File: src/design/lcdio_defines.svh
`ifndef LCDIO_DEFINES_SVH
`define LCDIO_DEFINES_SVH

// register word indices; byte address is index times four
`define LCDIO_IDX_PORT_D     10'h008
`define LCDIO_IDX_PORT_E     10'h009
`define LCDIO_IDX_DIR_D      10'h088
`define LCDIO_IDX_DIR_E      10'h089
`define LCDIO_IDX_PORT_F     10'h107
`define LCDIO_IDX_PORT_G     10'h108
`define LCDIO_IDX_SEGEN      10'h10D
`define LCDIO_IDX_DIR_F      10'h187
`define LCDIO_IDX_DIR_G      10'h188
`define LCDIO_IDX_BITOP      10'h110

// reset values
`define LCDIO_RST_LATCH      8'h00
`define LCDIO_RST_DIR        8'hFF
`define LCDIO_RST_SEGEN      8'hFF

// segment enable bit positions
`define LCDIO_SE_ZERO        0
`define LCDIO_SE_FIVE        1
`define LCDIO_SE_NINE        2
`define LCDIO_SE_TWELVE      3
`define LCDIO_SE_SIXTEEN     4
`define LCDIO_SE_TWENTY      5
`define LCDIO_SE_TWENTYSEVEN 6
`define LCDIO_SE_TWENTYNINE  7

// port group codes
`define LCDIO_PORT_D         2'h0
`define LCDIO_PORT_E         2'h1
`define LCDIO_PORT_F         2'h2
`define LCDIO_PORT_G         2'h3

// bit operation register fields
`define LCDIO_BITOP_BIT_MSB  2
`define LCDIO_BITOP_BIT_LSB  0
`define LCDIO_BITOP_VAL      3
`define LCDIO_BITOP_PORT_MSB 5
`define LCDIO_BITOP_PORT_LSB 4

`endif

File: src/design/lcdio_pkg.sv
package lcdio_pkg;
    typedef logic [7:0]  lcdio_byte_t;
    typedef logic [31:0] lcdio_word_t;
    typedef logic [1:0]  lcdio_port_t;
    typedef enum logic [0:0] {
        ST_IDLE,
        ST_MODIFY
    } lcdio_state_t;
endpackage

File: src/design/lcdio_ports.sv
// Notes on behaviour
// - port D bits 0-4 are bidirectional pins or LCD segments 0-4.
// - port D bits 5-7 are inputs or segments 29-31 or commons 3-1.
// - port E is input only; bits 0-6 segments 5-11, bit 7 segment 27.
// - port F is input only; bits 0-7 are segments 12-19.
// - port G is input only; bits 0-6 segments 20-26, bit 7 segment 28.
// - segments 27 and 28 are absent on the reduced package.
// - after reset every shared pin belongs to the LCD driver.
// - a set segment enable bit drives its pins from LCD, ignoring direction.
// - group twelve and sixteen enables release all port F pins.
// - groups five and nine cover E bits 0-6; group 27 covers E7, G7.
// - group twenty enable covers port G bits 0-6.
// - port reads return pin levels; writes update the output latch.
// - each port write reads the pin levels first, then writes back.
// - read-modify-write takes pins, applies the op, stores all eight bits.
// - an input pin's latch takes its sampled level during a bit operation write.
// - port D direction enables outputs on bits 0-4 in port mode only.
`timescale 1ns/10ps
`default_nettype none
`include "lcdio_defines.svh"

module lcdio_ports #(
    parameter bit REDUCED_PACKAGE = 1'b0
) (
    // clock and reset
    input  wire logic                 pclk,
    input  wire logic                 presetn,
    // apb slave
    input  wire logic                 psel,
    input  wire logic                 penable,
    input  wire logic                 pwrite,
    input  wire logic [11:0]          paddr,
    input  wire lcdio_pkg::lcdio_word_t pwdata,
    output var  lcdio_pkg::lcdio_word_t prdata,
    output logic                      pready,
    output logic                      pslverr,
    // lcd driver levels
    input  wire logic [31:0]          lcd_seg_level,
    input  wire logic [2:0]           lcd_com_level,
    input  wire logic [2:0]           lcd_com_mode,
    // port d pads
    input  wire lcdio_pkg::lcdio_byte_t pad_d_in,
    output var  lcdio_pkg::lcdio_byte_t pad_d_out,
    output var  lcdio_pkg::lcdio_byte_t pad_d_oe,
    // port e pads
    input  wire lcdio_pkg::lcdio_byte_t pad_e_in,
    output var  lcdio_pkg::lcdio_byte_t pad_e_out,
    output var  lcdio_pkg::lcdio_byte_t pad_e_oe,
    // port f pads
    input  wire lcdio_pkg::lcdio_byte_t pad_f_in,
    output var  lcdio_pkg::lcdio_byte_t pad_f_out,
    output var  lcdio_pkg::lcdio_byte_t pad_f_oe,
    // port g pads
    input  wire lcdio_pkg::lcdio_byte_t pad_g_in,
    output var  lcdio_pkg::lcdio_byte_t pad_g_out,
    output var  lcdio_pkg::lcdio_byte_t pad_g_oe
);
    import lcdio_pkg::*;

    // pick one port group's byte out of a packed 32-bit vector
    function automatic lcdio_byte_t pick_byte(input lcdio_word_t v,
                                              input lcdio_port_t p);
        pick_byte = v[{p, 3'b000} +: 8];
    endfunction

    // which pins of a group the LCD driver owns
    function automatic lcdio_byte_t seg_mask(input lcdio_byte_t se,
                                             input lcdio_port_t p);
        logic ext;
        ext = se[`LCDIO_SE_TWENTYSEVEN] & ~REDUCED_PACKAGE;
        case (p)
            `LCDIO_PORT_D: seg_mask = {{3{se[`LCDIO_SE_TWENTYNINE]}},
                                       {5{se[`LCDIO_SE_ZERO]}}};
            `LCDIO_PORT_E: seg_mask = {ext, {3{se[`LCDIO_SE_NINE]}},
                                       {4{se[`LCDIO_SE_FIVE]}}};
            `LCDIO_PORT_F: seg_mask = {{4{se[`LCDIO_SE_SIXTEEN]}},
                                       {4{se[`LCDIO_SE_TWELVE]}}};
            default:       seg_mask = {ext,
                                       {7{se[`LCDIO_SE_TWENTY]}}};
        endcase
    endfunction

    // set or clear one bit of a byte
    function automatic lcdio_byte_t apply_bit(input lcdio_byte_t b,
                                              input logic [2:0]  n,
                                              input logic        v);
        apply_bit = b;
        apply_bit[n] = v;
    endfunction

    // registers
    lcdio_byte_t  latch_reg [4];
    lcdio_byte_t  dir_reg [4];
    lcdio_byte_t  segen_reg;
    lcdio_byte_t  rmw_reg;
    lcdio_state_t state_reg;
    lcdio_state_t state_next;
    lcdio_word_t  prdata_reg;
    lcdio_word_t  pin_s1_reg;
    lcdio_word_t  pin_s2_reg;
    lcdio_word_t  pin_s3_reg;
    lcdio_word_t  lvl_reg;
    lcdio_word_t  lvl_next;
    lcdio_word_t  pad_out_reg;
    lcdio_word_t  pad_out_next;
    lcdio_word_t  pad_oe_reg;
    lcdio_word_t  pad_oe_next;

    // address decode
    wire logic [9:0]  idx      = paddr[11:2];
    wire logic        aligned  = (paddr[1:0] == 2'b00);
    wire logic        hit_pd   = aligned && (idx == `LCDIO_IDX_PORT_D);
    wire logic        hit_pe   = aligned && (idx == `LCDIO_IDX_PORT_E);
    wire logic        hit_pf   = aligned && (idx == `LCDIO_IDX_PORT_F);
    wire logic        hit_pg   = aligned && (idx == `LCDIO_IDX_PORT_G);
    wire logic        hit_dd   = aligned && (idx == `LCDIO_IDX_DIR_D);
    wire logic        hit_de   = aligned && (idx == `LCDIO_IDX_DIR_E);
    wire logic        hit_df   = aligned && (idx == `LCDIO_IDX_DIR_F);
    wire logic        hit_dg   = aligned && (idx == `LCDIO_IDX_DIR_G);
    wire logic        hit_seg  = aligned && (idx == `LCDIO_IDX_SEGEN);
    wire logic        hit_bop  = aligned && (idx == `LCDIO_IDX_BITOP);
    wire logic        val_hit  = hit_pd | hit_pe | hit_pf | hit_pg;
    wire logic        dir_hit  = hit_dd | hit_de | hit_df | hit_dg;
    wire logic        mapped   = val_hit | dir_hit | hit_seg | hit_bop;
    wire lcdio_port_t val_port = hit_pe ? `LCDIO_PORT_E :
                                 hit_pf ? `LCDIO_PORT_F :
                                 hit_pg ? `LCDIO_PORT_G : `LCDIO_PORT_D;
    wire lcdio_port_t dir_port = hit_de ? `LCDIO_PORT_E :
                                 hit_df ? `LCDIO_PORT_F :
                                 hit_dg ? `LCDIO_PORT_G : `LCDIO_PORT_D;
    wire lcdio_port_t bop_port =
        pwdata[`LCDIO_BITOP_PORT_MSB:`LCDIO_BITOP_PORT_LSB];
    wire lcdio_port_t tgt_port = hit_bop ? bop_port : val_port;

    // bus phases
    wire logic setup    = psel && !penable;
    wire logic access   = psel && penable;
    wire logic port_wr  = access && pwrite && (val_hit || hit_bop);
    wire logic capture  = port_wr && (state_reg == ST_IDLE);
    wire logic latch_we = port_wr && (state_reg == ST_MODIFY);
    wire logic cfg_wr   = access && pwrite;

    // port write result: whole byte, or one bit on captured pins
    wire lcdio_byte_t rmw_result =
        hit_bop ? apply_bit(rmw_reg,
                            pwdata[`LCDIO_BITOP_BIT_MSB:`LCDIO_BITOP_BIT_LSB],
                            pwdata[`LCDIO_BITOP_VAL])
                : pwdata[7:0];

    // read mux
    wire lcdio_byte_t rd_byte =
        val_hit ? pick_byte(lvl_reg, val_port) :
        dir_hit ? dir_reg[dir_port] :
        hit_seg ? segen_reg : 8'h00;

    // port writes wait one cycle for the pin read
    assign pready  = !capture;
    assign pslverr = access && !mapped;
    assign prdata  = prdata_reg;

    // pins as seen by the port: three flops, change when last two agree
    wire lcdio_word_t pin_raw = {pad_g_in, pad_f_in, pad_e_in, pad_d_in};
    assign lvl_next = (pin_s2_reg & pin_s3_reg) |
                      (lvl_reg & (pin_s2_reg ^ pin_s3_reg));

    // LCD levels arranged by port pin
    wire lcdio_byte_t lcd_d;
    wire lcdio_byte_t lcd_e = {lcd_seg_level[27], lcd_seg_level[11:5]};
    wire lcdio_byte_t lcd_f = lcd_seg_level[19:12];
    wire lcdio_byte_t lcd_g = {lcd_seg_level[28], lcd_seg_level[26:20]};
    assign lcd_d[4:0] = lcd_seg_level[4:0];
    assign lcd_d[5]   = lcd_com_mode[0] ? lcd_com_level[2]
                                        : lcd_seg_level[29];
    assign lcd_d[6]   = lcd_com_mode[1] ? lcd_com_level[1]
                                        : lcd_seg_level[30];
    assign lcd_d[7]   = lcd_com_mode[2] ? lcd_com_level[0]
                                        : lcd_seg_level[31];

    wire lcdio_byte_t msk_d = seg_mask(segen_reg, `LCDIO_PORT_D);
    wire lcdio_byte_t msk_e = seg_mask(segen_reg, `LCDIO_PORT_E);
    wire lcdio_byte_t msk_f = seg_mask(segen_reg, `LCDIO_PORT_F);
    wire lcdio_byte_t msk_g = seg_mask(segen_reg, `LCDIO_PORT_G);

    // LCD owns masked pins; only port D bits 0-4 may drive digitally
    wire lcdio_byte_t dig_oe_d = {3'b000, ~dir_reg[0][4:0]};
    assign pad_oe_next  = {msk_g, msk_f, msk_e,
                           msk_d | (~msk_d & dig_oe_d)};
    assign pad_out_next = {lcd_g & msk_g, lcd_f & msk_f, lcd_e & msk_e,
                           (lcd_d & msk_d) | (latch_reg[0] & ~msk_d)};

    assign pad_d_out = pad_out_reg[7:0];
    assign pad_e_out = pad_out_reg[15:8];
    assign pad_f_out = pad_out_reg[23:16];
    assign pad_g_out = pad_out_reg[31:24];
    assign pad_d_oe  = pad_oe_reg[7:0];
    assign pad_e_oe  = pad_oe_reg[15:8];
    assign pad_f_oe  = pad_oe_reg[23:16];
    assign pad_g_oe  = pad_oe_reg[31:24];

    assign state_next = capture ? ST_MODIFY : ST_IDLE;

    always_ff @(posedge pclk or negedge presetn) begin
        if (!presetn) begin
            pin_s1_reg <= 32'h0000_0000;
            pin_s2_reg <= 32'h0000_0000;
            pin_s3_reg <= 32'h0000_0000;
            lvl_reg    <= 32'h0000_0000;
        end else begin
            pin_s1_reg <= pin_raw;
            pin_s2_reg <= pin_s1_reg;
            pin_s3_reg <= pin_s2_reg;
            lvl_reg    <= lvl_next;
        end
    end

    always_ff @(posedge pclk or negedge presetn) begin
        if (!presetn) begin
            pad_out_reg <= 32'h0000_0000;
            pad_oe_reg  <= 32'h0000_0000;
            prdata_reg  <= 32'h0000_0000;
        end else begin
            pad_out_reg <= pad_out_next;
            pad_oe_reg  <= pad_oe_next;
            if (setup) begin
                prdata_reg <= {24'h00_0000, rd_byte};
            end
        end
    end

    always_ff @(posedge pclk or negedge presetn) begin
        if (!presetn) begin
            state_reg <= ST_IDLE;
            rmw_reg   <= `LCDIO_RST_LATCH;
        end else begin
            state_reg <= state_next;
            if (capture) begin
                rmw_reg <= pick_byte(lvl_reg, tgt_port);
            end
        end
    end

    always_ff @(posedge pclk or negedge presetn) begin
        if (!presetn) begin
            segen_reg <= `LCDIO_RST_SEGEN;
            for (int i = 0; i < 4; i++) begin
                latch_reg[i] <= `LCDIO_RST_LATCH;
                dir_reg[i]   <= `LCDIO_RST_DIR;
            end
        end else begin
            if (latch_we) begin
                latch_reg[tgt_port] <= rmw_result;
            end
            if (cfg_wr && dir_hit) begin
                dir_reg[dir_port] <= pwdata[7:0];
            end
            if (cfg_wr && hit_seg) begin
                segen_reg <= pwdata[7:0];
            end
        end
    end
endmodule

`default_nettype wire

File: config.mk
export PLATFORM = sky130hd
export DESIGN_NAME = lcdio_ports
export DESIGN_NICKNAME = d
export VERILOG_FILES = /design/src/design/lcdio_pkg.sv /design/src/design/lcdio_ports.sv
export VERILOG_INCLUDE_DIRS = /design/src /design/src/design
export SDC_FILE = /design/constraint.sdc
export NUM_CORES = 1
export LEC_CHECK = 0
export BUFFER_PORTS_ARGS = -buffer_cell sky130_fd_sc_hd__buf_2
export CORE_MARGIN = 1.5
export CORE_UTILIZATION = 35
export CTS_CLUSTER_SIZE = 10
export DETAILED_ROUTE_END_ITERATION = 10
export GPL_ROUTABILITY_DRIVEN = 0
export SYNTH_ARGS = -nofsm -noshare
export SYNTH_HDL_FRONTEND = slang
export SYNTH_SLANG_ARGS = --single-unit
File: constraint.sdc
create_clock -name pclk -period 7.4 [get_ports pclk]
set_clock_uncertainty 0.15 [all_clocks]
set_input_delay 2.22 -clock pclk [delete_from_list [all_inputs] [get_ports pclk]]
set_output_delay 2.22 -clock pclk [all_outputs]
set_load 0.05 [all_outputs]
; ---- Yosys cells after proc, flatten, opt, wreduce, memory -nomap -nowiden
; Index checks and enable logic that the tools add are counted.
[totals]
regBits = 281
wordCells = 116
output_inout_bits = 98
[classes]
bitwise = 26
n_shift = 2
eq_ne = 10
n_reduce_logical = 27
muxes = 27
magnitude_cmp = 6
[ops]
columns = cell, count
row1 = 32-bit bitwise AND, 2
row2 = 32-bit bitwise mux, 2
row3 = 8-bit 2-to-1 mux, 8
row4 = 32-bit by 6-bit indexed part select with 8-bit output, 2
row5 = 10-bit by 9-bit equality test with 1-bit output (second input constant), 6
row6 = 8-bit bitwise AND, 5
row7 = 8-bit demux with 2-bit select, 2
row8 = 32-bit OR, 1
row9 = 32-bit XOR, 1
row10 = 1-bit logical AND, 22
row11 = 10-bit by 4-bit equality test with 1-bit output (second input constant), 2
row12 = 10-bit by 8-bit equality test with 1-bit output (second input constant), 2
row13 = 8-bit binary-select mux with 2-bit select, 1
row14 = 8-bit OR, 2
row15 = 2-bit 2-to-1 mux, 7
row16 = 1-bit OR, 9
row17 = 8-bit by 5-bit bitwise AND with 8-bit output, 1
row18 = 8-bit bitwise mux, 1
row19 = 8-bit NOT, 1
row20 = 3-bit greater-or-equal comparator (second input constant), 2
row21 = 3-bit by 1-bit less-than comparator with 1-bit output (second input constant), 2
row22 = 2-bit NOT with 3-bit output, 2
row23 = 1-bit 2-to-1 mux, 5
row24 = 5-bit NOT, 1
row25 = 7 further kinds, 9

; ---- Logic depth before layout (Yosys ltp)
[depth]
word_depth = 12
depth_mapped = 8

; ---- Worst setup path before layout
; OpenSTA, ideal clock, no wires.
[synth_timing]
path_type = input -> output
startpoint = input port paddr[2]
endpoint = output port pslverr
required_ps = 5030
path_slack_ps = 758
t_arrival_ps = 4272
cell_stages = 6
cell_sequence = buf_2 > and4b_1 > clkbuf_1 > a22oi_2 > nor2_1 > nor3_1
[synth_between]
elab_chain_cells = 10
word_cells_on_any_way = 31
[synth_rtl]
columns = item, line
row1 = "start, declared", lcdio_ports.sv:32  ; input wire logic [11:0] paddr,
row2 = 10-bit by 4-bit equality test with 1-bit output (no line) / 10-bit by 8-bit equality test with 1-bit output (equally long branches), --
row3 = 1-bit logical AND (on tied branches), --
row4 = 1-bit OR (on tied branches) (3 in series), "lcdio_ports.sv:122, lcdio_ports.sv:123"
row5 = 1-bit OR (2 in series), lcdio_ports.sv:124  ; wire logic mapped = val_hit | dir_hit | hit_seg | hit_bop;
row6 = 1-bit OR *, lcdio_ports.sv:124
row7 = 1-bit logical NOT *, lcdio_ports.sv:158  ; assign pslverr = access && !mapped;
row8 = 1-bit logical AND *, lcdio_ports.sv:158
row9 = "end, declared", lcdio_ports.sv:36  ; output logic pslverr,
; Mark *: on every way between the ends. The rest lies on a longest branch, timed or not.

; ---- Worst setup path in the final report
[layout_timing]
startpoint = input port paddr[6]
endpoint = output port pready
[layout_between]
elab_chain_cells = 9
word_cells_on_any_way = 17
[layout_rtl]
columns = item, line
row1 = 10-bit by 4-bit equality test with 1-bit output (no line), --
row2 = 1-bit logical AND (on tied branches), "lcdio_ports.sv:112, lcdio_ports.sv:113"
row3 = 1-bit OR (3 in series), lcdio_ports.sv:122  ; wire logic val_hit = hit_pd | hit_pe | hit_pf | hit_pg;
row4 = 1-bit logical OR *, lcdio_ports.sv:138  ; wire logic port_wr = access && pwrite && (val_hit || hit_bop);
row5 = 1-bit logical AND *, lcdio_ports.sv:138
row6 = 1-bit logical AND *, lcdio_ports.sv:139  ; wire logic capture = port_wr && (state_reg == ST_IDLE);
row7 = net capture, lcdio_ports.sv:139
row8 = 1-bit logical NOT *, lcdio_ports.sv:157  ; assign pready = !capture;
row9 = "end, declared", lcdio_ports.sv:35  ; output logic pready,
; Mark *: on every way through the listed nets, which the timed path passes. The rest lies on a longest branch.

==> impl_metrics.env <==
export IMPL_ys_top_cells_by_area="dfrtp_1 51%, dfstp_2 11%, mux2_2 6.2%"
export IMPL_drt_met1_wl_um=8610
export IMPL_num_rows=60
export IMPL_cts_resized=0
export IMPL_track_usage=0.146
export IMPL_drive_gt1_frac=0.369
export IMPL_synth_cell_types=55
export IMPL_syn_area_mm2=0.00958
export IMPL_drt_iter0_markers=353
export IMPL_hold_depth=0
export IMPL_required_ns=5.03
export IMPL_worst_path_dominant_cell_family="simple AND/OR/NAND/NOR gates"
export IMPL_die_x_um=168
export IMPL_num_fill_cells=2482
export IMPL_clk_latency_ns=0.56
export IMPL_cp_max_fo=8
export IMPL_drt_pass1_iterations=4
export IMPL_root_buffer="clkbuf_16"
export IMPL_fin_crit_sh=0.882
export IMPL_seq_area_frac_synth=0.625
export IMPL_cp_slowest_stage_delay_ns=0.62
export IMPL_dp_hpwl_um=14300
export IMPL_coreArea_mm2=0.0269
export IMPL_grt_pass1_vias=5889
export IMPL_synth_edf_count=0
export IMPL_cts_clk_slew_worst_paths_ns=0.05
export IMPL_cts_inserted_buffers=29
export IMPL_drv_slew=0
export IMPL_setup_viol=0
export IMPL_setup_ws_ns=0.874
export IMPL_async_reset_ff_frac=1.00
export IMPL_synth_top_cell_by_area="dfrtp_1"
export IMPL_dr_wl_met2_um=9860
export IMPL_ios=217
export IMPL_fmax_mhz=153
export IMPL_rsz0062_at_grt="no"
export IMPL_crit_path_end_kind="primary output"
export IMPL_drt_wl_total_um=20300
export IMPL_final_cell_mix="197 x dfrtp_1, 167 x buf_2, 53 x mux2_2, 40 x a21o_1, 40 x dfstp_2"
export IMPL_crit_type="primary input to primary output"
export IMPL_peakVddDrop_uv=213
export IMPL_p_per_area_mw_per_mm2=256
export IMPL_period_minus_slack_ns=6.53
export IMPL_port_buffers=168
export IMPL_finalNetCount=1029
export IMPL_die_area_mm2=0.0284
export IMPL_drc=0
export IMPL_p_leak_uw=0.00546
export IMPL_syn_avg_cell_area_um2=13.4
export IMPL_grt_max_degree=117
export IMPL_hold_class="register to register"
export IMPL_initial_utilization=0.356
export IMPL_synthToLayoutAreaGrowth_pct=19.9
export IMPL_post_cts_buffers=0
export IMPL_cts_sinks=237
export IMPL_status="complete, no violations"
export IMPL_timing_hold_ws_ns=0.194
export IMPL_antenna_cells=0
export IMPL_antenna_left=0
export IMPL_cts_hold_buffers=0
export IMPL_highest_signal_layer="met4"
export IMPL_setup_tns_ns=0
export IMPL_wl_met3_um=1270
export IMPL_crit_chain="buf_2, or4_1, or2_1, or2_1, a211oi_4, inv_1, buf_2"
export IMPL_vias=5974
export IMPL_overflow=0
export IMPL_slowest_stage="or4_1"
export IMPL_crit_buf_inv=3
export IMPL_synth_top_area_share=0.515
export IMPL_cts_tree="built"
export IMPL_wl_per_cell_um=16.5
export IMPL_ys_ff_latch=237
export IMPL_synthCells=716
export IMPL_layout_commonest_cell="dfrtp_1"
export IMPL_antenna_found_initial=0
export IMPL_synth_warnings=0
export IMPL_cts_htree_levels=1
export IMPL_routed_via_density=4.85
export IMPL_die_h_um=168
export IMPL_grt_pass1_wl_um=32500
export IMPL_dp_slack_ns=0.842
export IMPL_synth_main_ff_cell="dfrtp_1"
export IMPL_tightest_slew_ns=1.15
export IMPL_cp_arrival_ns=4.16
export IMPL_finalHoldViolCount=0
export IMPL_relSlewSlack=0.226
export IMPL_path_depth=7
export IMPL_start_kind="primary input"
export IMPL_cts_max_path_buffers=3
export IMPL_r2r_cells=4
export IMPL_cap_viol_max_count=0
==> kinds of logic after synthesis <==
logic type / count (synthesis) / synth area share
DFF: 237 / 0.625
and+or+nand+nor: 143 / 0.0818
AOI/OAI and AO/OA: 134 / 0.104
buffers and inverters: 99 / 0.0574
muxes: 68 / 0.0885
adders and majority gates: 32 / 0.0418
xor gates and xnor gates: 2 / 0.00183
other: 1 / 0.000392
==> synth_stat cells (2+ instances only) <==
cell and count:
buf_4 45, nor2b_1 5, nor3b_1 3, o21ai_2 2, buf_1 4, o211ai_1 9, dfstp_2 40, a221o_1 8
and2_1 27, dfrtp_1 197, nand3_1 19, o31ai_1 8, a21oi_1 13, nand4_1 4, a311oi_1 8, clkbuf_1 17
nand2_1 32, mux4_2 8, nor2_1 16, a21o_1 40, or4_1 3, nor3_1 10, and4_1 2, or2_1 2
inv_1 26, o41ai_1 8, nor4b_1 2, mux2i_1 7, buf_2 7, a2bb2oi_1 8, or3_1 2, mux2_2 53
ha_1 32, o21ai_0 23, nand2b_1 6
==> routing by layer <==
| metal | track usage | vias up |
|---|---|---|
| met1 | 0.186 | 2946 |
| met4 | 0.0501 | 0 |
| li1 | - | 2800 |
| met3 | 0.0346 | 33 |
| met2 | 0.243 | 195 |
| met5 | 0 | - |
==> path summary, 6_finish.rpt <==
kind | from | to | slack (ns)
worst min register to register | pin_s1_reg[5] | pin_s2_reg[5] | 0.19
min in group asynchronous | presetn | pad_out_reg[23] | 1.55
max in group asynchronous | presetn | pin_s2_reg[3] | 4.27
worst min-delay path | pin_s1_reg[5] | pin_s2_reg[5] | 0.19
worst max-delay path | paddr[6] | pready | 0.87
worst max register to register | dir_reg[20] | prdata[4] | 5.56
==> per-stage QoR <==
step	util	area (um2)	total power (uW)	cells
after floorplan	-	9660	1550	739
after global placement	0.394	10600	1640	1188
after detailed placement	0.394	10600	1640	1188
after CTS	0.427	11500	2990	1232
after global routing	0.427	11500	3080	1232
final	0.427	11500	2940	1232
==> area by class of cell <==
cell class              count  area, um2  share of cell area
clock buffers              40        808              0.0704
well taps                 341        427              0.0372
clock inverters             4       85.1             0.00741
inverters                  26       97.6             0.00850
repair buffers            181        948              0.0826
flip-flops and latches    237       5980               0.521
multi-input cells         403       3130               0.273
==> report_power, final <==
part           internal [uW]  switching [uW]
sequential              1360            31.4
clock                    821             503
combinational           76.9             153
total                   2250             688
(Power assumes the default switching activity.)
